[src/cpsur_cfg.svh]
// register map constants for the clock path, sync and update register bank
`ifndef CPSUR_CFG_SVH
`define CPSUR_CFG_SVH
`define CPSUR_ADDR_W 12
`define CPSUR_OFF_VCODIV 12'h1E0
`define CPSUR_OFF_CLKIN 12'h01E
`define CPSUR_OFF_SYS 12'h230
`define CPSUR_OFF_UPD 12'h232
`define CPSUR_CLKIN_PD_ALL 4
`define CPSUR_CLKIN_PD_IF 3
`define CPSUR_CLKIN_PD_SRC 2
`define CPSUR_CLKIN_SEL_VCO 1
`define CPSUR_CLKIN_BYPASS 0
`define CPSUR_SYS_NO_ANTIRUNT 3
`define CPSUR_SYS_PD_SYNC 2
`define CPSUR_SYS_PD_DISTREF 1
`define CPSUR_SYS_SOFT_SYNC 0
`define CPSUR_UPD_BIT 0
`define CPSUR_CLKIN_MASK 8'h1F
`define CPSUR_SYS_MASK 8'h0F
`define CPSUR_VCODIV_MASK 8'h07
`define CPSUR_RST_BYTE 8'h00
`endif

[src/cpsur_pkg.sv]
// types shared by the clock path, sync and update register bank
package cpsur_pkg;
  typedef enum logic [2:0] {
    CPSUR_DIV2 = 3'h0,
    CPSUR_DIV3 = 3'h1,
    CPSUR_DIV4 = 3'h2,
    CPSUR_DIV5 = 3'h3,
    CPSUR_DIV6 = 3'h4,
    CPSUR_STATIC_A = 3'h5,
    CPSUR_BYPASS = 3'h6,
    CPSUR_STATIC_B = 3'h7
  } cpsur_vcodiv_t;
endpackage

[src/cpsur_bank_if.sv]
// carrier between the register front and the active-register stage
`timescale 1ns/1ps
`default_nettype none
interface cpsur_bank_if;
  logic [7:0] buf_vcodiv;
  logic [7:0] buf_clkin;
  logic [7:0] buf_sys;
  logic update;
  logic [7:0] act_vcodiv;
  logic [7:0] act_clkin;
  logic [7:0] act_sys;
  modport front (output buf_vcodiv, buf_clkin, buf_sys, update, input act_vcodiv, act_clkin, act_sys);
  modport active (input buf_vcodiv, buf_clkin, buf_sys, update, output act_vcodiv, act_clkin, act_sys);
endinterface
`default_nettype wire

[src/cpsur_regs.sv]
// clock path, sync and update register bank of the clock distribution device
`timescale 1ns/1ps
`default_nettype none
`include "cpsur_cfg.svh"
module cpsur_regs
  import cpsur_pkg::*;
(
  // clock and reset (serial port clock)
  input wire logic sys_clk,
  input wire logic rstn,
  // register access port
  input wire logic wr_en,
  input wire logic rd_en,
  input wire logic [`CPSUR_ADDR_W-1:0] addr,
  input wire logic [7:0] wdata,
  output logic [7:0] rdata,
  // divider control
  output logic [2:0] div_ratio,
  output logic div_static,
  output logic div_bypass,
  output logic div_src_vco,
  // power-down and runt-protection controls
  output logic pd_clk_input,
  output logic pd_vco_if,
  output logic pd_vco_clk,
  output logic pd_sync,
  output logic pd_dist_ref,
  output logic antirunt_en,
  // sync controls
  output logic sync_hold,
  output logic sync_pulse
);
  cpsur_bank_if bank ();
  logic [7:0] buf_vcodiv;
  logic [7:0] buf_clkin;
  logic [7:0] buf_sys;
  logic upd_pend;
  logic soft_sync_q;
  logic [7:0] next_rdata;
  cpsur_vcodiv_t code;

  ////////////////////////////////////////////////////////////////////////////
  // buffer registers; bypass and VCO select kept exclusive
  always_ff @(posedge sys_clk or negedge rstn) begin
    if (!rstn) begin
      buf_vcodiv <= `CPSUR_RST_BYTE;
      buf_clkin <= `CPSUR_RST_BYTE;
      buf_sys <= `CPSUR_RST_BYTE;
    end else if (wr_en) begin
      case (addr)
        `CPSUR_OFF_VCODIV: begin
          buf_vcodiv <= wdata & `CPSUR_VCODIV_MASK;
        end
        `CPSUR_OFF_CLKIN: begin
          buf_clkin <= wdata & `CPSUR_CLKIN_MASK;
          if (wdata[`CPSUR_CLKIN_SEL_VCO]) begin
            buf_clkin[`CPSUR_CLKIN_BYPASS] <= 1'b0;
          end
        end
        `CPSUR_OFF_SYS: begin
          buf_sys <= wdata & `CPSUR_SYS_MASK;
        end
        default: begin
        end
      endcase
    end
  end

  // update strobe: set by write of one, clears after one transfer
  always_ff @(posedge sys_clk or negedge rstn) begin
    if (!rstn) begin
      upd_pend <= 1'b0;
    end else begin
      upd_pend <= wr_en && addr == `CPSUR_OFF_UPD && wdata[`CPSUR_UPD_BIT];
    end
  end

  assign bank.buf_vcodiv = buf_vcodiv;
  assign bank.buf_clkin = buf_clkin;
  assign bank.buf_sys = buf_sys;
  assign bank.update = upd_pend;

  cpsur_active u_active (
    .sys_clk(sys_clk),
    .rstn(rstn),
    .bank(bank)
  );

  ////////////////////////////////////////////////////////////////////////////
  // read mux; buffer contents shown, update bit reads its pending state
  always_comb begin
    next_rdata = `CPSUR_RST_BYTE;
    case (addr)
      `CPSUR_OFF_VCODIV: next_rdata = buf_vcodiv;
      `CPSUR_OFF_CLKIN: next_rdata = buf_clkin;
      `CPSUR_OFF_SYS: next_rdata = buf_sys;
      `CPSUR_OFF_UPD: next_rdata = {7'h00, upd_pend};
      default: next_rdata = `CPSUR_RST_BYTE;
    endcase
  end

  always_ff @(posedge sys_clk or negedge rstn) begin
    if (!rstn) begin
      rdata <= `CPSUR_RST_BYTE;
    end else if (rd_en) begin
      rdata <= next_rdata;
    end
  end

  ////////////////////////////////////////////////////////////////////////////
  // decode of the active registers
  assign code = cpsur_vcodiv_t'(bank.act_vcodiv[2:0]);

  always_ff @(posedge sys_clk or negedge rstn) begin
    if (!rstn) begin
      div_ratio <= 3'h2;
      div_static <= 1'b0;
      div_bypass <= 1'b0;
    end else begin
      case (code)
        CPSUR_DIV2: begin div_ratio <= 3'h2; div_static <= 1'b0; div_bypass <= 1'b0; end
        CPSUR_DIV3: begin div_ratio <= 3'h3; div_static <= 1'b0; div_bypass <= 1'b0; end
        CPSUR_DIV4: begin div_ratio <= 3'h4; div_static <= 1'b0; div_bypass <= 1'b0; end
        CPSUR_DIV5: begin div_ratio <= 3'h5; div_static <= 1'b0; div_bypass <= 1'b0; end
        CPSUR_DIV6: begin div_ratio <= 3'h6; div_static <= 1'b0; div_bypass <= 1'b0; end
        CPSUR_BYPASS: begin div_ratio <= 3'h1; div_static <= 1'b0; div_bypass <= 1'b1; end
        default: begin div_ratio <= 3'h0; div_static <= 1'b1; div_bypass <= 1'b0; end
      endcase
    end
  end

  // clock path and system controls from active registers
  always_ff @(posedge sys_clk or negedge rstn) begin
    if (!rstn) begin
      pd_clk_input <= 1'b0;
      pd_vco_if <= 1'b0;
      pd_vco_clk <= 1'b0;
      div_src_vco <= 1'b0;
      pd_sync <= 1'b0;
      pd_dist_ref <= 1'b0;
      antirunt_en <= 1'b1;
      sync_hold <= 1'b0;
    end else begin
      pd_clk_input <= bank.act_clkin[`CPSUR_CLKIN_PD_ALL];
      pd_vco_if <= bank.act_clkin[`CPSUR_CLKIN_PD_IF];
      pd_vco_clk <= bank.act_clkin[`CPSUR_CLKIN_PD_SRC];
      div_src_vco <= bank.act_clkin[`CPSUR_CLKIN_SEL_VCO];
      pd_sync <= bank.act_sys[`CPSUR_SYS_PD_SYNC];
      pd_dist_ref <= bank.act_sys[`CPSUR_SYS_PD_DISTREF];
      antirunt_en <= !bank.act_sys[`CPSUR_SYS_NO_ANTIRUNT];
      sync_hold <= bank.act_sys[`CPSUR_SYS_SOFT_SYNC];
    end
  end

  // one-cycle sync pulse on falling soft sync
  always_ff @(posedge sys_clk or negedge rstn) begin
    if (!rstn) begin
      soft_sync_q <= 1'b0;
      sync_pulse <= 1'b0;
    end else begin
      soft_sync_q <= bank.act_sys[`CPSUR_SYS_SOFT_SYNC];
      sync_pulse <= soft_sync_q && !bank.act_sys[`CPSUR_SYS_SOFT_SYNC];
    end
  end

  ////////////////////////////////////////////////////////////////////////////
  // checks
  chk_update_self_clear: assert property (@(posedge sys_clk) disable iff (!rstn)
    upd_pend && !(wr_en && addr == `CPSUR_OFF_UPD) |=> !upd_pend)
    else $error("update bit did not clear");
  chk_update_launch: assert property (@(posedge sys_clk) disable iff (!rstn)
    wr_en && addr == `CPSUR_OFF_UPD && wdata[`CPSUR_UPD_BIT] |=> upd_pend)
    else $error("update write not taken");
  chk_exclusive_sel: assert property (@(posedge sys_clk) disable iff (!rstn)
    !(buf_clkin[`CPSUR_CLKIN_SEL_VCO] && buf_clkin[`CPSUR_CLKIN_BYPASS]))
    else $error("bypass and VCO select both set");
  chk_pd_follows: assert property (@(posedge sys_clk) disable iff (!rstn)
    upd_pend ##1 1'b1 |=> pd_clk_input == $past(buf_clkin[`CPSUR_CLKIN_PD_ALL], 2))
    else $error("clock input power-down not applied");
  chk_bypass_decode: assert property (@(posedge sys_clk) disable iff (!rstn)
    code == CPSUR_BYPASS |=> div_bypass && div_ratio == 3'h1)
    else $error("bypass code not decoded");
  chk_sync_falling: assert property (@(posedge sys_clk) disable iff (!rstn)
    $fell(bank.act_sys[`CPSUR_SYS_SOFT_SYNC]) |=> sync_pulse ##1 !sync_pulse)
    else $error("soft sync falling edge missed");
  chk_antirunt: assert property (@(posedge sys_clk) disable iff (!rstn)
    bank.act_sys[`CPSUR_SYS_NO_ANTIRUNT] |=> !antirunt_en)
    else $error("runt protection not disabled");
  chk_pd_sync: assert property (@(posedge sys_clk) disable iff (!rstn)
    bank.act_sys[`CPSUR_SYS_PD_SYNC] |=> pd_sync)
    else $error("sync power-down missing");
  cov_update: cover property (@(posedge sys_clk) disable iff (!rstn) upd_pend ##1 !upd_pend);
  cov_soft_sync: cover property (@(posedge sys_clk) disable iff (!rstn) sync_pulse);
  cov_static: cover property (@(posedge sys_clk) disable iff (!rstn) div_static);
endmodule
`default_nettype wire

[src/cpsur_active.sv]
// active-register stage loaded from the buffer registers on update
`timescale 1ns/1ps
`default_nettype none
`include "cpsur_cfg.svh"
module cpsur_active
  import cpsur_pkg::*;
(
  // clock and reset
  input wire logic sys_clk,
  input wire logic rstn,
  // bank carrier
  cpsur_bank_if.active bank
);
  // copy on the edge after the update strobe
  always_ff @(posedge sys_clk or negedge rstn) begin
    if (!rstn) begin
      bank.act_vcodiv <= `CPSUR_RST_BYTE;
      bank.act_clkin <= `CPSUR_RST_BYTE;
      bank.act_sys <= `CPSUR_RST_BYTE;
    end else if (bank.update) begin
      bank.act_vcodiv <= bank.buf_vcodiv;
      bank.act_clkin <= bank.buf_clkin;
      bank.act_sys <= bank.buf_sys;
    end
  end

  chk_copy_on_update: assert property (@(posedge sys_clk) disable iff (!rstn)
    bank.update |=> bank.act_clkin == $past(bank.buf_clkin))
    else $error("active clock input register not loaded on update");
  chk_hold_no_update: assert property (@(posedge sys_clk) disable iff (!rstn)
    !bank.update |=> $stable(bank.act_sys))
    else $error("active system register changed without update");
endmodule
`default_nettype wire

[config.mk]
export PLATFORM = sky130hd
export DESIGN_NAME = cpsur_regs
export DESIGN_NICKNAME = d
export VERILOG_FILES = /design/src/cpsur_pkg.sv /design/src/cpsur_bank_if.sv /design/src/cpsur_regs.sv /design/src/cpsur_active.sv
export VERILOG_INCLUDE_DIRS = /design/src
export SDC_FILE = /design/constraint.sdc
export NUM_CORES = 1
export LEC_CHECK = 0
export BUFFER_PORTS_ARGS = -buffer_cell sky130_fd_sc_hd__buf_2
export CORE_MARGIN = 2
export CORE_UTILIZATION = 40
export CTS_CLUSTER_SIZE = 14
export DETAILED_ROUTE_END_ITERATION = 10
export GPL_TIMING_DRIVEN = 0
export PLACE_DENSITY = 0.62
export SETUP_SLACK_MARGIN = 0.15
export SYNTH_ARGS = -nofsm -noshare
export SYNTH_HDL_FRONTEND = slang
export SYNTH_HIERARCHICAL = 1
export SYNTH_SLANG_ARGS = --single-unit
[constraint.sdc]
create_clock -name sys_clk -period 3.3 [get_ports sys_clk]
set_input_delay 0.165 -clock sys_clk [delete_from_list [all_inputs] [get_ports sys_clk]]
set_output_delay 0.165 -clock sys_clk [all_outputs]
set_load 0.01 [all_outputs]
Word level (Yosys, flattened, before mapping):

Cells that the tools add are included.

* register bits: 47
* word-level logic and storage cells: 44

* eq/ne operators: 9
* muxes and demuxes: 5
* reductions and logical operators: 10

Operators by type and width (count)
* $eq A12 B10 Y1 const B: 2
* $pmux W5 S4: 1
* $pmux W3 S6: 1
* $eq A12 B5 Y1 const B: 1
* $eq A12 B9 Y1 const B: 1
* $eq A3 B2 Y1 const B: 2
* $eq A3 B3 Y1 const B: 2
* $reduce_and A2 Y1: 3
* $reduce_or A6 Y1: 1
* $eq A3 B1 Y1 const B: 1
* $logic_and A1 B1 Y1: 3
* $logic_not A3 Y1: 1
* $mux W1: 3
* $logic_not A1 Y1: 2

Logic depth before layout (Yosys ltp):

* depth after elaboration: 3
* mapped depth: 6
* gate-level depth less buffers: 5

Cells and area by module:

Netlist, hierarchy kept.

By module, submodules not included
* cpsur_regs: area each 1311.3 µm², sequential area each 803.3 µm², cells each 94, instances 1
* cpsur_active: area each 997.2 µm², sequential area each 600.6 µm², cells each 51, instances 1

Least setup slack after synthesis:

No wires, ideal clock.

* kind: input to register
* start point: input port addr[1]
* end point: register buf_vcodiv[0], in the netlist bank.buf_vcodiv[0]
* stages: 5
* data required time: 3.175 ns
* path buffers: 0
* slack: 1.967 ns
* arrival: 1.208 ns
* library setup time: 0.125 ns
* cells stage by stage: nor3_2 > nand2_2 > nor4_4 > nand2_2 > mux2_4

* cells in the longest elaborated chain, start to end: 2

Ends and longest elaborated chain
* start: declaration: RTL line cpsur_regs.sv:14 `` input wire logic [`CPSUR_ADDR_W-1:0] addr, ``
* $eq A12 B9 Y1: RTL line cpsur_regs.sv:50 `case (addr)`
* $reduce_and A2 Y1 (no source line)
* end signal: assignment: RTL line cpsur_regs.sv:46 `` buf_vcodiv <= `CPSUR_RST_BYTE; ``
* end signal: assignment: RTL line cpsur_regs.sv:52 `` buf_vcodiv <= wdata & `CPSUR_VCODIV_MASK; ``
* end: declaration: RTL line cpsur_regs.sv:34 `logic [7:0] buf_vcodiv;`

Every way passes these cells.
A chain may end at the register's enable or synchronous reset.

Final worst setup path:

* start point: input port addr[0]
* end point: register buf_clkin[3], in the netlist bank.buf_clkin[3]

* cells in the longest elaborated chain, start to end: 2

Ends and longest elaborated chain
* $eq A12 B5 Y1: RTL line cpsur_regs.sv:50
* $reduce_and A2 Y1 (no source line)
* end signal: assignment: RTL line cpsur_regs.sv:47 `` buf_clkin <= `CPSUR_RST_BYTE; ``
* end signal: assignment: RTL line cpsur_regs.sv:55 `` buf_clkin <= wdata & `CPSUR_CLKIN_MASK; ``
* end: declaration: RTL line cpsur_regs.sv:35 `logic [7:0] buf_clkin;`

Every way passes these cells.

==> out/results.ini <==
[timing]
max_freq_mhz=795
tightest_slew_ns=0.898
slew_headroom_pct=40.1
worst_hold_slack_ns=-0.00498
timing.setup.tns_ns=0
skew_ns=0.00200
setup_ws_ns=2.04
rsz0062_at_grt=false
slew_violations=0
fin_crit_sh_pct=38.1
hold_viol=6
period_minus_slack_ns=1.26
final-setup-viol-count=0

[clocking]
clk_path_buf_depth=2
cts_root_buffer=clkbuf_8
clkTransAtPathRegs_ns=0.07
tritoncts=yes
cts_buffers=5
numClockSinks=43
clk_latency_ns=0.29
cts-htree-levels=2
cts_setup_buffers=0
cts_hold_buf=0
cts_resized=0

[final_layout]
nets=191
fill_cells=393
layout_common_cells=41 x dfrtp_1, 39 x buf_2, 14 x mux2_4
finish.utilization_pct=50.3
drive_gt1_share_pct=52.4
area_delta_synth_final_pct=21.4
num_antenna_cells=0
mostFrequentLayoutCell=dfrtp_1

[critical_path]
cp.arrival_ns=1.43
slowest_stage=nor4b_1
path_class=in -> reg
crit_path_start_kind=input pin
cpPeakStageDelay_ns=0.36
cp.required_ns=3.47
crit_chain=buf_2, nor4b_1, and3_1, buf_4, nand2_4, mux2_1
cp-end-kind=flop
critPathMaxFanout=7

[die]
rows=24
die_x_um=71.1
io_pins=46
design.die.area_um2=5060
core_um2=4350
initial_core_util_pct=41.4
die_h_um=71.1

[yosys]
yosys_warnings=6
postSynthAreaPerCell_um2=15.2
syn_inst=119
synth_area_um2=1800

[grt]
grt_overflow=0
grt_pass1_wl_mm=5.35
grt_pass1_vias=1116
antenna_found_initial=0
grt_max_degree=44
grt_usage_pct=14.1

[route]
drc=0
ant_nets=0
vias_per_cell=5.00
avgRoutedWirePerCell_um=14.2
drt_iter0_drc=66
first_pass_iters=4
vias=1099
totalWireLength_mm=3.12

[outcome]
status=finished, violations left
violations=negative hold slack

[run]
drv_cap=0

[worst_hold_path]
worstHoldPathType=in -> async

[pwr]
power_density_nw_per_um2=447
vdd_ir_drop_max_v=0.000156
p_leak_uw=0.00112

[place]
post-dp-hpwl_mm=2.36
port_buffers=39
routabilityCongestion=0.794
pre_cts_slack_ns=1.74

==> metal layers <==
metal  GRT usage, %  vias to the layer above  part of all wire [%]
li1               -                      510                     -
met2           23.4                       36                    53
met4           7.55                        0                   2.5
met5              0                        -                     0
met3           4.42                        7                   5.3
met1           16.3                      546                    39
==> final timing paths <==
kind	start	endpoint	slack (ns)	depth (start not counted)
min in group sys_clk	wdata[4]	bank.buf_clkin[4]$_DFFE_PN0P_	0.11	2
hold reg to reg	u_active/bank.act_clkin[2]$_DFFE_PN0P_	pd_vco_clk$_DFF_PN0_	0.39	0
hold / removal	rstn	soft_sync_q$_DFF_PN0_	-0.005	1
setup reg to reg	bank.update$_DFF_PN0_	rdata[0]$_DFFE_PN0P_	2.18	3
setup / recovery	addr[0]	bank.buf_clkin[3]$_DFFE_PN0P_	2.04	6
max in group asynchronous	rstn	div_bypass$_DFF_PN0_	2.74	1
==> critical path, delay by kind of cell <==
kind          cells  cell delay (ns)
buf+inv           2             0.27
mux               1             0.32
simple gates      3             0.67
==> final cells by class <==
class                           instances  area [µm²]  area share [%]
Sequential cell                        43        1080            49.3
Multi-Input combinational cell         65         628            28.7
Timing Repair Buffer                   39         195            8.92
Clock buffer                            6        82.6            3.77
Buffer                                  7        81.3            3.72
Tap cell                               52        65.1            2.97
Clock inverter                          2        35.0            1.60
Inverter                                6        22.5            1.03
==> per-stage QoR <==
stage	instance area [µm²]	total power [µW]	instances
after floorplan	1810	548	121
final	2190	979	220
after global placement	2070	577	212
after CTS	2190	991	220
after global routing	2190	1020	220
after detailed placement	2070	579	212
==> registers in the layout, summed over array words and instances (netlist names), 3 cells and up <==
register                  flops
bank.buf_clkin                5
bank.buf_sys                  4
bank.buf_vcodiv               3
div_ratio                     3
rdata                         5
u_active/bank.act_clkin       4
u_active/bank.act_sys         4
u_active/bank.act_vcodiv      3
==> where the power goes <==
group          internal [µW]  leakage (µW)  total, µW  switching [µW]
clock network            245     0.0000612        411             166
registers                527      0.000594        528           0.558
logic                   14.9      0.000469       39.7            24.7
total                    787       0.00112        979             192
No activity file was read; power rests on OpenSTA's default activity.
